<file path="src/hw/lbs_pkg.sv">
// package: register map, reset values and timing of the led behaviour sequencer
package lbs_pkg;
  localparam int         NUM_LED       = 11;
  // register offsets
  localparam logic [7:0] OFS_BEH_LOW   = 8'h81;
  localparam logic [7:0] OFS_BEH_MID   = 8'h82;
  localparam logic [7:0] OFS_BEH_HIGH  = 8'h83;
  localparam logic [7:0] OFS_PULSE_ONE_PERIOD_FIELD    = 8'h84;
  localparam logic [7:0] OFS_PULSE_TWO_PERIOD_FIELD    = 8'h85;
  localparam logic [7:0] OFS_BREATHE_PERIOD_FIELD    = 8'h86;
  localparam logic [7:0] OFS_PULSE_CFG = 8'h88;
  localparam logic [7:0] OFS_DUTY_P1   = 8'h90;
  localparam logic [7:0] OFS_DUTY_P2   = 8'h91;
  localparam logic [7:0] OFS_DUTY_BR   = 8'h92;
  localparam logic [7:0] OFS_DUTY_DR   = 8'h93;
  // reset values
  localparam logic [7:0] RST_BEH       = 8'h00;
  localparam logic [6:0] RST_PULSE_ONE_PERIOD_FIELD    = 7'h20;
  localparam logic [6:0] RST_PULSE_TWO_PERIOD_FIELD    = 7'h14;
  localparam logic [6:0] RST_BREATHE_PERIOD_FIELD    = 7'h5D;
  localparam logic [5:0] RST_PULSE_CFG = 6'h24;
  localparam logic [7:0] RST_DUTY      = 8'hF0;
  // field positions
  localparam int         ALT_LSB       = 6;
  localparam int         AWAKE_LSB     = 4;
  localparam int         CNT1_LSB      = 0;
  localparam int         CNT2_LSB      = 3;
  // timing: one ms tick, each period lsb is 32 ms, so a breath is 32 steps
  localparam int         CLK_PERIOD_NS = 8;
  localparam int         TICK_MS_NS    = 1000000;
  localparam int         TICK_CYCLES   = TICK_MS_NS / CLK_PERIOD_NS;
  localparam int         STEP_MS       = 32;
  localparam logic [4:0] PHASE_LAST    = 5'(STEP_MS - 1);
  typedef enum logic [1:0] {
    SEL_DIRECT  = 2'h0,
    SEL_PULSE1  = 2'h1,
    SEL_HOLD    = 2'h2,
    SEL_BREATHE = 2'h3
  } lbs_sel_e;
  typedef enum logic [2:0] {
    ST_IDLE  = 3'h1,
    ST_HOLD  = 3'h2,
    ST_BURST = 3'h4
  } lbs_state_e;
endpackage

</file>
<file path="src/hw/lbs_channel.sv">
// one led output: sequence state, breath counter, duty ramp and pwm pin
`timescale 1ns/1ps
module lbs_channel
  import lbs_pkg::*;
(
  input  wire logic       clk_in,
  input  wire logic       nrst_in,
  input  wire logic       tick_in,
  input  wire logic [3:0] pwm_in,
  input  wire logic [1:0] sel_in,
  input  wire logic       linked_in,
  input  wire logic       is_input_in,
  input  wire logic       pol_in,
  input  wire logic       drive_in,
  input  wire logic       press_in,
  input  wire logic [6:0] period_in,
  input  wire logic [2:0] count_in,
  input  wire logic [7:0] duty_in,
  input  wire logic [7:0] duty_dr_in,
  output logic            pin_out,
  output logic            oe_out,
  output logic            busy_out
);
  lbs_state_e state_reg;
  lbs_state_e state_next;
  logic       press_reg;
  logic [6:0] step_reg;
  logic [4:0] phase_reg;
  logic [2:0] left_reg;
  // ****************************************
  // decode of the selector
  // ****************************************
  // unlinked pulse falls back to direct drive
  wire       direct  = (sel_in == SEL_DIRECT) || (!linked_in && sel_in == SEL_PULSE1);
  wire       run     = !is_input_in && !direct;
  wire       rise    = press_in && !press_reg;
  wire       hold_rq = linked_in ? (press_in && sel_in != SEL_PULSE1) : drive_in;
  wire       brst_go = linked_in && sel_in == SEL_PULSE1 && rise;
  wire       pend    = linked_in && sel_in == SEL_HOLD;
  wire [6:0] per_m1  = (period_in == 7'h00) ? 7'h00 : period_in - 7'h01;
  wire       st_end  = tick_in && step_reg == per_m1;
  wire       br_end  = st_end && phase_reg == PHASE_LAST;
  // ****************************************
  // duty ramp, half period up, half down
  // ****************************************
  wire [3:0] ramp  = phase_reg[4] ? ~phase_reg[3:0] : phase_reg[3:0];
  wire [3:0] dmin  = direct ? duty_dr_in[3:0] : duty_in[3:0];
  wire [3:0] dmax  = direct ? duty_dr_in[7:4] : duty_in[7:4];
  wire [3:0] span  = (dmax > dmin) ? dmax - dmin : 4'h0;
  wire [7:0] prod  = span * ramp;
  wire [3:0] level = (ramp == 4'hF) ? dmax : dmin + prod[7:4];
  wire       d_on  = linked_in ? press_in : drive_in;
  wire       act   = is_input_in ? 1'b0 : (direct ? d_on : state_reg != ST_IDLE);
  // direct drive runs at the full pwm rate at the upper limit
  wire [3:0] code  = direct ? dmax : level;
  wire [4:0] dval  = (code == 4'h0) ? 5'h00 : {1'b0, code} + 5'h01;
  wire       on    = act && ({1'b0, pwm_in} < dval);
  // next state of the sequence
  always_comb begin
    state_next = state_reg;
    case (state_reg)
      ST_IDLE: begin
        if (run && brst_go) state_next = ST_BURST;
        else if (run && hold_rq) state_next = ST_HOLD;
      end
      ST_HOLD: begin
        if (!run) state_next = ST_IDLE;
        else if (!hold_rq) state_next = pend ? ST_BURST : ST_IDLE;
      end
      ST_BURST: begin
        if (!run) state_next = ST_IDLE;
        else if (pend && press_in) state_next = ST_HOLD;
        else if (br_end && left_reg == 3'h0) state_next = ST_IDLE;
      end
      default: state_next = ST_IDLE;
    endcase
  end
  // state, step and breath counters, all per channel
  always_ff @(posedge clk_in or negedge nrst_in) begin
    if (!nrst_in) begin
      state_reg <= ST_IDLE;
      press_reg <= 1'b0;
      step_reg  <= 7'h00;
      phase_reg <= 5'h00;
      left_reg  <= 3'h0;
    end else begin
      state_reg <= state_next;
      press_reg <= press_in;
      step_reg  <= (state_reg == ST_IDLE || st_end) ? 7'h00 : step_reg + {6'h00, tick_in};
      phase_reg <= (state_reg == ST_IDLE) ? 5'h00 : phase_reg + {4'h0, st_end};
      if (state_reg != ST_BURST && state_next == ST_BURST) left_reg <= count_in;
      else if (state_reg == ST_BURST && br_end && left_reg != 3'h0) left_reg <= left_reg - 3'h1;
    end
  end
  // pin level follows polarity, enable drops for an input pin
  always_ff @(posedge clk_in or negedge nrst_in) begin
    if (!nrst_in) begin
      pin_out <= 1'b1;
      oe_out  <= 1'b0;
    end else begin
      pin_out <= on ^ ~pol_in;
      oe_out  <= ~is_input_in;
    end
  end
  assign busy_out = state_reg != ST_IDLE;
endmodule

</file>
<file path="src/hw/lbs_top.sv">
// top of the led behaviour sequencer: registers, tick, selector routing
//
// Behaviour
// - Each led pin has its own two-bit selector, four behaviours each.
// - A pin set as input ignores its selector.
// - Linked outputs start on the start trigger and end on the stop trigger.
// - Unlinked outputs do direct or breathe only, driven by control bits.
// - Idle pin sits high under inverted polarity, low under non-inverted.
// - First register holds selectors of outputs four to one, high pair first.
// - Second register holds selectors of outputs eight to five likewise.
// - Output eleven uses bits 7:6 when power indicator set and asleep.
// - Output eleven uses bits 5:4 when power indicator set and awake.
// - Third register holds output ten in 3:2 and output nine in 1:0.
// - Selector 00 drives directly; linked, on press and off on release.
// - Selector 01 linked: press starts five breaths at pulse-one period.
// - Selector 10 linked: breathe while pressed, then five more breaths.
// - Selector 11 ramps duty up then down, each ramp half the period.
// - Pwm rate follows behaviour; direct with zero ramps runs full rate. Here all outputs share one 16-step pwm frame at one rate.
// - Pulse-one period is 7 bits of 32 ms, reset 20h, 0 acts as 1.
// - Pulse-two period is 7 bits of 32 ms, reset 14h, for selector 10.
// - Burst length is the 3-bit count plus one; pulse-two defaults to 100b.
// - Selector 11 period is its own 7-bit register, reset 5Dh.
// - Duty ramps between 4-bit lower and upper limits for every behaviour except direct, which holds the upper limit.
`timescale 1ns/1ps
module lbs_top
  import lbs_pkg::*;
#(
  parameter int TICK_CYCLES_P = TICK_CYCLES
) (
  input  wire logic                 CLK_SYS_IN,
  input  wire logic                 NRST_IN,
  input  wire logic [7:0]           REG_ADDR_IN,
  input  wire logic                 REG_WR_IN,
  input  wire logic [7:0]           REG_WDATA_IN,
  input  wire logic [NUM_LED-1:0]   PIN_IS_INPUT_IN,
  input  wire logic [NUM_LED-1:0]   LINK_EN_IN,
  input  wire logic [NUM_LED-1:0]   POLARITY_IN,
  input  wire logic [NUM_LED-1:0]   DRIVE_ON_IN,
  input  wire logic [NUM_LED-1:0]   TOUCH_IN,
  input  wire logic                 POWER_INDICATOR_ENABLE_IN,
  input  wire logic                 SLEEP_IN,
  input  wire logic                 DEEP_SLEEP_ENABLE_IN,
  output logic      [7:0]           REG_RDATA_OUT,
  output logic      [NUM_LED-1:0]   LED_OUT,
  output logic      [NUM_LED-1:0]   LED_OE_OUT,
  output logic      [NUM_LED-1:0]   BUSY_OUT
);
  // ****************************************
  // register file
  // ****************************************
  logic [7:0]  beh_low_reg;
  logic [7:0]  beh_mid_reg;
  logic [7:0]  beh_high_reg;
  logic [6:0]  pulse_one_period_field_reg;
  logic [6:0]  pulse_two_period_field_reg;
  logic [6:0]  breathe_period_field_reg;
  logic [5:0]  cfg_reg;
  logic [7:0]  duty_p1_reg;
  logic [7:0]  duty_p2_reg;
  logic [7:0]  duty_br_reg;
  logic [7:0]  duty_dr_reg;
  logic [7:0]  rdata_next;
  logic [16:0] tick_cnt_reg;
  logic        tick_reg;
  logic [3:0]  pwm_reg;

  // write strobes per register
  wire wr_low  = REG_WR_IN && REG_ADDR_IN == OFS_BEH_LOW;
  wire wr_mid  = REG_WR_IN && REG_ADDR_IN == OFS_BEH_MID;
  wire wr_high = REG_WR_IN && REG_ADDR_IN == OFS_BEH_HIGH;
  wire wr_p1   = REG_WR_IN && REG_ADDR_IN == OFS_PULSE_ONE_PERIOD_FIELD;
  wire wr_p2   = REG_WR_IN && REG_ADDR_IN == OFS_PULSE_TWO_PERIOD_FIELD;
  wire wr_br   = REG_WR_IN && REG_ADDR_IN == OFS_BREATHE_PERIOD_FIELD;
  wire wr_cfg  = REG_WR_IN && REG_ADDR_IN == OFS_PULSE_CFG;
  wire wr_dp1  = REG_WR_IN && REG_ADDR_IN == OFS_DUTY_P1;
  wire wr_dp2  = REG_WR_IN && REG_ADDR_IN == OFS_DUTY_P2;
  wire wr_dbr  = REG_WR_IN && REG_ADDR_IN == OFS_DUTY_BR;
  wire wr_ddr  = REG_WR_IN && REG_ADDR_IN == OFS_DUTY_DR;

  // behaviour selector registers
  always_ff @(posedge CLK_SYS_IN or negedge NRST_IN) begin
    if (!NRST_IN) begin
      beh_low_reg  <= RST_BEH;
      beh_mid_reg  <= RST_BEH;
      beh_high_reg <= RST_BEH;
    end else begin
      if (wr_low) beh_low_reg <= REG_WDATA_IN;
      if (wr_mid) beh_mid_reg <= REG_WDATA_IN;
      if (wr_high) beh_high_reg <= REG_WDATA_IN;
    end
  end

  // period registers, bit 7 is not stored
  always_ff @(posedge CLK_SYS_IN or negedge NRST_IN) begin
    if (!NRST_IN) begin
      pulse_one_period_field_reg <= RST_PULSE_ONE_PERIOD_FIELD;
      pulse_two_period_field_reg <= RST_PULSE_TWO_PERIOD_FIELD;
      breathe_period_field_reg <= RST_BREATHE_PERIOD_FIELD;
    end else begin
      if (wr_p1) pulse_one_period_field_reg <= REG_WDATA_IN[6:0];
      if (wr_p2) pulse_two_period_field_reg <= REG_WDATA_IN[6:0];
      if (wr_br) breathe_period_field_reg <= REG_WDATA_IN[6:0];
    end
  end

  // burst counts and duty limits
  always_ff @(posedge CLK_SYS_IN or negedge NRST_IN) begin
    if (!NRST_IN) begin
      cfg_reg     <= RST_PULSE_CFG;
      duty_p1_reg <= RST_DUTY;
      duty_p2_reg <= RST_DUTY;
      duty_br_reg <= RST_DUTY;
      duty_dr_reg <= RST_DUTY;
    end else begin
      if (wr_cfg) cfg_reg <= REG_WDATA_IN[5:0];
      if (wr_dp1) duty_p1_reg <= REG_WDATA_IN;
      if (wr_dp2) duty_p2_reg <= REG_WDATA_IN;
      if (wr_dbr) duty_br_reg <= REG_WDATA_IN;
      if (wr_ddr) duty_dr_reg <= REG_WDATA_IN;
    end
  end

  // ****************************************
  // read path, unmapped reads give zero
  // ****************************************
  assign rdata_next =
    (REG_ADDR_IN == OFS_BEH_LOW)   ? beh_low_reg :
    (REG_ADDR_IN == OFS_BEH_MID)   ? beh_mid_reg :
    (REG_ADDR_IN == OFS_BEH_HIGH)  ? beh_high_reg :
    (REG_ADDR_IN == OFS_PULSE_ONE_PERIOD_FIELD)    ? {1'b0, pulse_one_period_field_reg} :
    (REG_ADDR_IN == OFS_PULSE_TWO_PERIOD_FIELD)    ? {1'b0, pulse_two_period_field_reg} :
    (REG_ADDR_IN == OFS_BREATHE_PERIOD_FIELD)    ? {1'b0, breathe_period_field_reg} :
    (REG_ADDR_IN == OFS_PULSE_CFG) ? {2'h0, cfg_reg} :
    (REG_ADDR_IN == OFS_DUTY_P1)   ? duty_p1_reg :
    (REG_ADDR_IN == OFS_DUTY_P2)   ? duty_p2_reg :
    (REG_ADDR_IN == OFS_DUTY_BR)   ? duty_br_reg :
    (REG_ADDR_IN == OFS_DUTY_DR)   ? duty_dr_reg : 8'h00;

  // read data is registered
  always_ff @(posedge CLK_SYS_IN or negedge NRST_IN) begin
    if (!NRST_IN) REG_RDATA_OUT <= 8'h00;
    else REG_RDATA_OUT <= rdata_next;
  end

  // ****************************************
  // shared ms tick and pwm frame counter
  // ****************************************
  wire tick_wrap = tick_cnt_reg == 17'(TICK_CYCLES_P - 1);

  always_ff @(posedge CLK_SYS_IN or negedge NRST_IN) begin
    if (!NRST_IN) begin
      tick_cnt_reg <= 17'h00000;
      tick_reg     <= 1'b0;
      pwm_reg      <= 4'h0;
    end else begin
      tick_cnt_reg <= tick_wrap ? 17'h00000 : tick_cnt_reg + 17'h00001;
      tick_reg     <= tick_wrap;
      pwm_reg      <= pwm_reg + 4'h1;
    end
  end

  // ****************************************
  // selector routing
  // ****************************************
  // output eleven takes the sleep selector only while asleep with indicator on
  wire        asleep  = SLEEP_IN || DEEP_SLEEP_ENABLE_IN;
  wire        use_alt = POWER_INDICATOR_ENABLE_IN && asleep;
  wire [1:0]  sel11   = use_alt ? beh_high_reg[ALT_LSB +: 2]
                                : beh_high_reg[AWAKE_LSB +: 2];
  wire [21:0] sel_w   = {sel11, beh_high_reg[3:0], beh_mid_reg, beh_low_reg};
  wire [2:0]  cnt1    = cfg_reg[CNT1_LSB +: 3];
  wire [2:0]  cnt2    = cfg_reg[CNT2_LSB +: 3];

  // ****************************************
  // one sequencer per led output
  // ****************************************
  genvar i;
  generate
    for (i = 0; i < NUM_LED; i++) begin : g_led
      wire [1:0] sel = sel_w[2*i +: 2];
      // period, count and duty follow the selected behaviour
      wire [6:0] per = (sel == SEL_PULSE1) ? pulse_one_period_field_reg :
                       (sel == SEL_HOLD)   ? pulse_two_period_field_reg : breathe_period_field_reg;
      wire [2:0] cnt = (sel == SEL_PULSE1) ? cnt1 : cnt2;
      wire [7:0] dty = (sel == SEL_PULSE1) ? duty_p1_reg :
                       (sel == SEL_HOLD)   ? duty_p2_reg : duty_br_reg;
      lbs_channel lbs_channel_inst (
        .clk_in      (CLK_SYS_IN),
        .nrst_in     (NRST_IN),
        .tick_in     (tick_reg),
        .pwm_in      (pwm_reg),
        .sel_in      (sel),
        .linked_in   (LINK_EN_IN[i]),
        .is_input_in (PIN_IS_INPUT_IN[i]),
        .pol_in      (POLARITY_IN[i]),
        .drive_in    (DRIVE_ON_IN[i]),
        .press_in    (TOUCH_IN[i]),
        .period_in   (per),
        .count_in    (cnt),
        .duty_in     (dty),
        .duty_dr_in  (duty_dr_reg),
        .pin_out     (LED_OUT[i]),
        .oe_out      (LED_OE_OUT[i]),
        .busy_out    (BUSY_OUT[i])
      );
    end
  endgenerate
endmodule

</file>
<file path="config.mk">
export PLATFORM = sky130hd
export DESIGN_NAME = lbs_top
export DESIGN_NICKNAME = d
export VERILOG_FILES = /design/src/hw/lbs_pkg.sv /design/src/hw/lbs_channel.sv /design/src/hw/lbs_top.sv
export SDC_FILE = /design/constraint.sdc
export NUM_CORES = 2
export LEC_CHECK = 0
export ABC_AREA = 1
export BUFFER_PORTS_ARGS = -buffer_cell sky130_fd_sc_hd__buf_2
export CAP_MARGIN = 20
export CORE_MARGIN = 4
export CORE_UTILIZATION = 55
export CTS_BUF_LIST = sky130_fd_sc_hd__clkbuf_8
export DETAILED_ROUTE_END_ITERATION = 12
export PLACE_DENSITY = 0.72
export SLEW_MARGIN = 10
export SYNTH_ARGS = -nofsm -noshare
export SYNTH_HDL_FRONTEND = slang
export SYNTH_HIERARCHICAL = 1
export SYNTH_SLANG_ARGS = --single-unit
</file>
<file path="constraint.sdc">
create_clock -name CLK_SYS_IN -period 8.6 [get_ports CLK_SYS_IN]
set_input_delay 0.43 -clock CLK_SYS_IN [delete_from_list [all_inputs] [get_ports CLK_SYS_IN]]
set_output_delay 0.43 -clock CLK_SYS_IN [all_outputs]
set_load 0.02 [all_outputs]
</file>
## After elaboration in Yosys (flattened, before gate mapping)

Index checks and enable logic that the tools add are counted.

- Output and inout bits: 41
- Register bits after elaboration: 344
- Input port bits: 77
- Logic and storage cells: 1067

- Equality and inequality tests: 144
- Bitwise gates (word level): 44
- $add $sub $neg: 79
- Order comparisons: 22
- Reductions and logical operators: 332
- Multiplexer cells: 343
- Multiply operators: 11

Operator list:

| kind | number |
|---|---|
| $mux 3 | 121 |
| $mux 7 | 44 |
| $mux 4 | 66 |
| $mux 8 | 33 |
| $logic_and 1x1->1 | 199 |
| $mux 5 | 22 |
| $pmux 3 s3 | 11 |
| $eq 8x8->1 const B | 11 |
| $mul 4x4->8 | 11 |
| $add 7x1->7 | 11 |
| $eq 7x7->1 | 11 |
| $logic_not 7->1 | 11 |
| $sub 7x1->7 const B | 11 |
| $eq 3x3->1 const B | 22 |
| $add 4x1->5 const B | 11 |
| $add 5x1->5 | 11 |
| $eq 5x5->1 const B | 11 |
| $lt 4x5->1 | 11 |
| $add 4x4->4 | 11 |
| $eq 4x4->1 const B | 11 |
| $gt 4x4->1 | 11 |
| $logic_not 1->1 | 44 |
| $logic_not 4->1 | 11 |
| $mux 1 | 44 |
| other kinds (22) | 215 |

## Depth between registers and ports, before layout

- Depth in word-level cells: 19
- Mapped depth: 51
- Mapped depth without buffers: 50

## Cells and area by module

The synthesis kept the hierarchy.

Modules (own cells, without submodules):

| module | area an instance (um^2) | instances | seq. area each (um^2) | cells each |
|---|---|---|---|---|
| lbs_channel (g_led[2].lbs_channel_inst ...) | 2571.2 | 6 | 528.0 | 370 |
| lbs_top | 8438.1 | 1 | 2860.2 | 1191 |
| lbs_channel (g_led[0].lbs_channel_inst ...) | 2563.7 | 3 | 528.0 | 362 |
| lbs_channel (g_led[4].lbs_channel_inst) | 2576.2 | 1 | 528.0 | 380 |
| lbs_channel (g_led[5].lbs_channel_inst) | 2524.9 | 1 | 528.0 | 364 |

## Worst setup path before layout

No wires, ideal clock.

- Path kind: input to register
- From: in DEEP_SLEEP_ENABLE_IN
- To: reg g_led[10].lbs_channel_inst.pin_out
- Library setup time: 0.076 ns
- Data required time: 8.524 ns
- Arrival time: 6.420 ns
- Path buffers: 1
- Stages: 41
- Setup slack: 2.104 ns
- Cell sequence: o21ai_1 -> nand2_1 -> o21ai_0 -> inv_1 -> nand2_1 -> buf_2 -> nand3_1 -> o221ai_1 -> or2_2 -> o21ai_0 -> ha_1 -> fa_1 -> inv_1 -> nand3_1 -> nand2_2 -> nand2_1 -> nor3_1 -> nand2_1 -> [5 not listed] -> xnor2_1 -> inv_1 -> ha_1 -> ha_1 -> a22o_1 -> o21a_1 -> ha_1 -> inv_1 -> nor2_4 -> inv_1 -> o211ai_1 -> ha_1 -> a21oi_1 -> nor2_1 -> nor2_2 -> nand2_1 -> nand2_1 -> nand2_1

- Word-level cells in the longest chain between the ends: 18
- Elaborated cells on any way between the ends: 27
- Those cells by class: add/sub (3); mul (1); order compare (2); eq/ne (2); mux (11); bitwise (1); reduce/logical (7)

Ends and longest elaborated chain:

| what | RTL line | text |
|---|---|---|
| from (decl) | lbs_top.sv:42 | `input wire logic DEEP_SLEEP_ENABLE_IN,` |
| $logic_or 1x1->1 (*) | lbs_top.sv:166 | `wire asleep = SLEEP_IN \|\| DEEP_SLEEP_ENABLE_IN;` |
| $logic_and 1x1->1 (*) | lbs_top.sv:167 | `wire use_alt = POWER_INDICATOR_ENABLE_IN && asleep;` |
| $mux 2 (*) | lbs_top.sv:168 | `wire [1:0] sel11 = use_alt ? beh_high_reg[ALT_LSB +: 2]` |
| via g_led[10].sel[0] | lbs_top.sv:180 | `wire [1:0] sel = sel_w[2*i +: 2];` |
| $eq 2x2->1 | lbs_top.sv:186 | `(sel == SEL_HOLD) ? duty_p2_reg : duty_br_reg;` |
| $mux 8 | lbs_top.sv:186 |  |
| $mux 8 (*) | lbs_top.sv:185 | `wire [7:0] dty = (sel == SEL_PULSE1) ? duty_p1_reg :` |
| via g_led[10].dty[4] | lbs_top.sv:185 |  |
| [4 not listed] | - |  |
| $add 4x4->4 | lbs_channel.sv:51 | `wire [3:0] level = (ramp == 4'hF) ? dmax : dmin + prod[7:4];` |
| $mux 4 | lbs_channel.sv:51 |  |
| $mux 4 (*) | lbs_channel.sv:55 | `wire [3:0] code = direct ? dmax : level;` |
| $add 4x1->5 or $logic_not 4->1 (tied branches) | lbs_channel.sv:56 | `wire [4:0] dval = (code == 4'h0) ? 5'h00 : {1'b0, code} + 5'h01;` |
| $mux 5 (*) | lbs_channel.sv:56 |  |
| $lt 4x5->1 (*) | lbs_channel.sv:57 | `wire on = act && ({1'b0, pwm_in} < dval);` |
| $logic_and 1x1->1 (*) | lbs_channel.sv:57 |  |
| $xor 1x1->1 (*) | lbs_channel.sv:101 | `pin_out <= on ^ ~pol_in;` |
| to (signal assigned) | lbs_channel.sv:101 |  |
| to (decl) | lbs_channel.sv:20 | `output logic pin_out,` |

Mark *: on every way through the listed nets, which the timed path passes. The rest lies on a longest branch.
A chain may end at the register's enable or synchronous reset.

## Final worst setup path

- From: reg beh_low_reg[5]
- To: reg g_led[2].lbs_channel_inst.pin_out

- Word-level cells in the longest chain between the ends: 15
- Elaborated cells on any way between the ends: 24
- Those cells by class: add/sub (3); mul (1); order compare (2); eq/ne (2); mux (10); bitwise (1); reduce/logical (5)

Ends and longest elaborated chain:

| what | RTL line | text |
|---|---|---|
| from (decl) | lbs_top.sv:51 | `logic [7:0] beh_low_reg;` |
| from (signal assigned) | lbs_top.sv:83 | `beh_low_reg <= RST_BEH;` |
| from (signal assigned) | lbs_top.sv:87 | `if (wr_low) beh_low_reg <= REG_WDATA_IN;` |
| $eq 2x2->1 | lbs_top.sv:186 |  |
| $mux 8 | lbs_top.sv:186 |  |
| $mux 8 (*) | lbs_top.sv:185 |  |
| via g_led[2].dty[5] | lbs_top.sv:185 |  |
| $mux 4 (*) | lbs_channel.sv:48 | `wire [3:0] dmax = direct ? duty_dr_in[7:4] : duty_in[7:4];` |
| $sub 4x4->4 or $gt 4x4->1 (tied branches) | lbs_channel.sv:49 | `wire [3:0] span = (dmax > dmin) ? dmax - dmin : 4'h0;` |
| $mux 4 | lbs_channel.sv:49 |  |
| $mul 4x4->8 | lbs_channel.sv:50 | `wire [7:0] prod = span * ramp;` |
| $add 4x4->4 | lbs_channel.sv:51 |  |
| $mux 4 | lbs_channel.sv:51 |  |
| $mux 4 (*) | lbs_channel.sv:55 |  |
| $add 4x1->5 or $logic_not 4->1 (tied branches) | lbs_channel.sv:56 |  |
| $mux 5 (*) | lbs_channel.sv:56 |  |
| $lt 4x5->1 (*) | lbs_channel.sv:57 |  |
| $logic_and 1x1->1 (*) | lbs_channel.sv:57 |  |
| $xor 1x1->1 (*) | lbs_channel.sv:101 |  |
| to (signal assigned) | lbs_channel.sv:101 |  |
| to (decl) | lbs_channel.sv:20 |  |

Marked as above.

==> impl_metrics.env <==
export IMPL_relSlewSlack=0.143
export IMPL_drive_above_1_share=0.125
export IMPL_cts_clk_slew_worst_paths_ns=0.05
export IMPL_h_tree_depth=3
export IMPL_required_ns=9.20
export IMPL_antenna_found_initial=4
export IMPL_synthTopCellsByCount="nand2_1 (1140), inv_1 (855), nor2_1 (546)"
export IMPL_io_pins=118
export IMPL_p_comb_frac=0.318
export IMPL_synth_edf_count=0
export IMPL_syn_cell_area_um2=36700
export IMPL_cp_end_kind="flip-flop"
export IMPL_synthesis_nets=5683
export IMPL_ctsHoldBuffers=34
export IMPL_utilization=0.602
export IMPL_final_net_count=5788
export IMPL_vias_per_cell=5.65
export IMPL_multi_input_area_um2=24000
export IMPL_area_growth_pct=8.08
export IMPL_post_cts_buffers=0
export IMPL_synthFlopType="dfrtp_1"
export IMPL_max_freq_mhz=134
export IMPL_io_buffers=117
export IMPL_finClkSkew_ns=0.0355
export IMPL_root_buffer="clkbuf_8"
export IMPL_period_share=0.865
export IMPL_synth_seq_cells=344
export IMPL_dr_pass1_iters=9
export IMPL_setup_tns_final_ns=0
export IMPL_synthArstFlopShare=1.00
export IMPL_ctsLongestPathBuffers=3
export IMPL_regArea_um2=8670
export IMPL_synth_top_area_cell="dfrtp_1"
export IMPL_crit_buf_inv=9
export IMPL_synth_most_common_cell="nand2_1"
export IMPL_num_fill_cells=6183
export IMPL_crit_fanout=22
export IMPL_cts_buffers=71
export IMPL_slew_violations=0
export IMPL_p_int_mw=3.15
export IMPL_dieArea_um2=70800
export IMPL_die_h_um=266
export IMPL_critical_path_class="reg -> reg"
export IMPL_top_layer_used="met5"
export IMPL_maxCapViolations=0
export IMPL_synthCells=5241
export IMPL_die_w_um=266
export IMPL_p_clk_frac=0.333
export IMPL_synthTopCellsByArea="dfrtp_1 (20%), nand2_1 (12%), ha_1 (11%), inv_1 (8.8%), nor2_1 (5.6%)"
export IMPL_initial_core_util=0.557
export IMPL_worstMarginPinSlew_ns=1.28
export IMPL_grt_pass1_wl_mm=173
export IMPL_status="complete, no violations"
export IMPL_p_switching_mw=1.99
export IMPL_clkSinkCount=344
export IMPL_cts_resized_gates=0
export IMPL_wirelength_met1_mm=46.0
export IMPL_rsz0062_at_grt="no"
export IMPL_wl_mm=112
export IMPL_cp_slowest_stage_delay_ns=0.58
export IMPL_setup_violations=0
export IMPL_irDropWorstVdd_mv=0.104
export IMPL_tritoncts="built"
export IMPL_finalCriticalPeriod_ns=7.44
export IMPL_netlist_area_leader_share=0.202
export IMPL_critPathArrivalTime_ns=8.04
export IMPL_hp_class="in -> reg"
export IMPL_core_area_um2=65900
export IMPL_dp_hpwl_mm=77.9
export IMPL_holdWs_ns=0.275
export IMPL_critPathSlowestCell="dfrtp_1"
export IMPL_largest_reg_flops=77
export IMPL_p_leak_nw=19.3
export IMPL_wl_per_cell_um=17.8
export IMPL_synth_cell_types=61
export IMPL_detail_route_antenna_nets=0
export IMPL_num_rows=94
export IMPL_crit_path_frequent_cell="inv_1"
export IMPL_power_total_mw=5.14
export IMPL_grt_total_usage=0.307
export IMPL_seqPwrFrac=0.349
export IMPL_dr_wl_met2_mm=47.3
export IMPL_start_kind="flip-flop"
export IMPL_avgSynthCellArea_um2=6.99
export IMPL_drc=0
export IMPL_drtIter0Drc=3764
export IMPL_gp_congestion=0.998
export IMPL_vias=35409
export IMPL_worst_skew_pair_late_latency_ns=0.68
export IMPL_path_delay_family="adder cells"
export IMPL_met3_length_mm=11.6
export IMPL_powerDensity_nw_per_um2=130
export IMPL_gr_total_overflow=0
export IMPL_synth_warnings=6
export IMPL_sw_frac_of_total=0.386
export IMPL_first_global_vias=32632
export IMPL_grt_max_degree=99
export IMPL_report_final_hold_viol_count=0
export IMPL_seq_area_frac_synth=0.236
worst min-delay path, stage by stage:
cell	delay [ns]
buf_2	0.09
inv_1	0.05
o21ai_0	0.07
inv_1	0.07
nor2_1	0.05
o21ai_0	0.07
nand2_1	0.07
layout by cell type, fill, tap and decap left out, types with 32 or more instances in the layout:
cell type         n
nand2_2          80
clkbuf_8         87
dlygate4sd3_1    34
ha_1            321
nor2_4           49
nor2_1          546
nand4_1          62
nand3_2          53
buf_2           116
xnor2_1          88
o21ai_0         273
nor4_1           32
dfstp_2          48
inv_1           889
o221ai_1        133
nor3b_1          36
xor2_1          111
a21oi_1         156
or2_2            41
dfrtp_1         296
nand3_1         239
nand2_1        1140
nor3_1          112
o211ai_1         43
o21ai_1          32
fa_1             44
power by group through the flow:
stage | Clock (mW) | Sequential, mW | Combinational (mW)
finish | 1.71 | 1.79 | 1.63
global route | 1.82 | 1.79 | 1.82
CTS | 1.75 | 1.79 | 1.61
detailed placement | 0 | 1.81 | 1.59
global placement | 0 | 1.81 | 1.56
floorplan | 0 | 1.77 | 1.19
cell families after synthesis:
| group | Yosys count | share of synthesized area |
|---|---|---|
| AO/OA/AOI/OAI | 766 | 0.132 |
| XOR/XNOR | 218 | 0.0590 |
| adder cells (fa/ha/maj) | 365 | 0.134 |
| flip-flops | 344 | 0.236 |
| AND/OR/NAND/NOR | 2509 | 0.327 |
| buffers and inverters | 1028 | 0.109 |
| multiplexers | 11 | 0.00300 |
path summary, 6_finish.rpt:
kind,start,slack (ns),to,depth (start not counted)
setup / recovery,beh_low_reg[5],1.16,g_led[2].lbs_channel_inst/pin_out,41
hold / removal,DRIVE_ON_IN[8],0.28,g_led[8].lbs_channel_inst/state_reg[1],7
setup reg to reg,beh_low_reg[5],1.16,g_led[2].lbs_channel_inst/pin_out,41
hold reg to reg,tick_cnt_reg[0],0.47,tick_cnt_reg[0],1
max in group asynchronous,NRST_IN,6.70,pwm_reg[2],3
min in group asynchronous,NRST_IN,0.36,g_led[4].lbs_channel_inst/left_reg[2],2
cell type report:
| class | instances | share of cell area |
|---|---|---|
| Multi-Input combinational cell | 3869 | 0.606 |
| Sequential cell | 344 | 0.219 |
| Inverter | 879 | 0.0833 |
| Clock buffer | 87 | 0.0302 |
| Timing Repair Buffer | 181 | 0.0298 |
| Tap cell | 864 | 0.0273 |
| Clock inverter | 45 | 0.00480 |
| Antenna cell | 3 | 0.000189 |
routing by layer:
layer  global-route usage  vias to the layer above
li1                     -                    17283
met1                0.402                    16193
met2                0.475                     1518
met3               0.0779                      413
met4                0.147                        2
met5                    0                        -
per-stage QoR:
| stage | area (µm²) | instances | setup slack [ns] |
|---|---|---|---|
| 2_1_floorplan | 36700 | 5241 | 2.10 |
| 6_report | 39600 | 6272 | 1.16 |
| 4_1_cts | 39600 | 6268 | 1.25 |
| 5_1_grt | 39600 | 6270 | 0.365 |
| 3_5_place_dp | 37900 | 6102 | 1.26 |
| 3_3_place_gp | 37900 | 6102 | 1.37 |
Power figures use the tool's default switching activity.
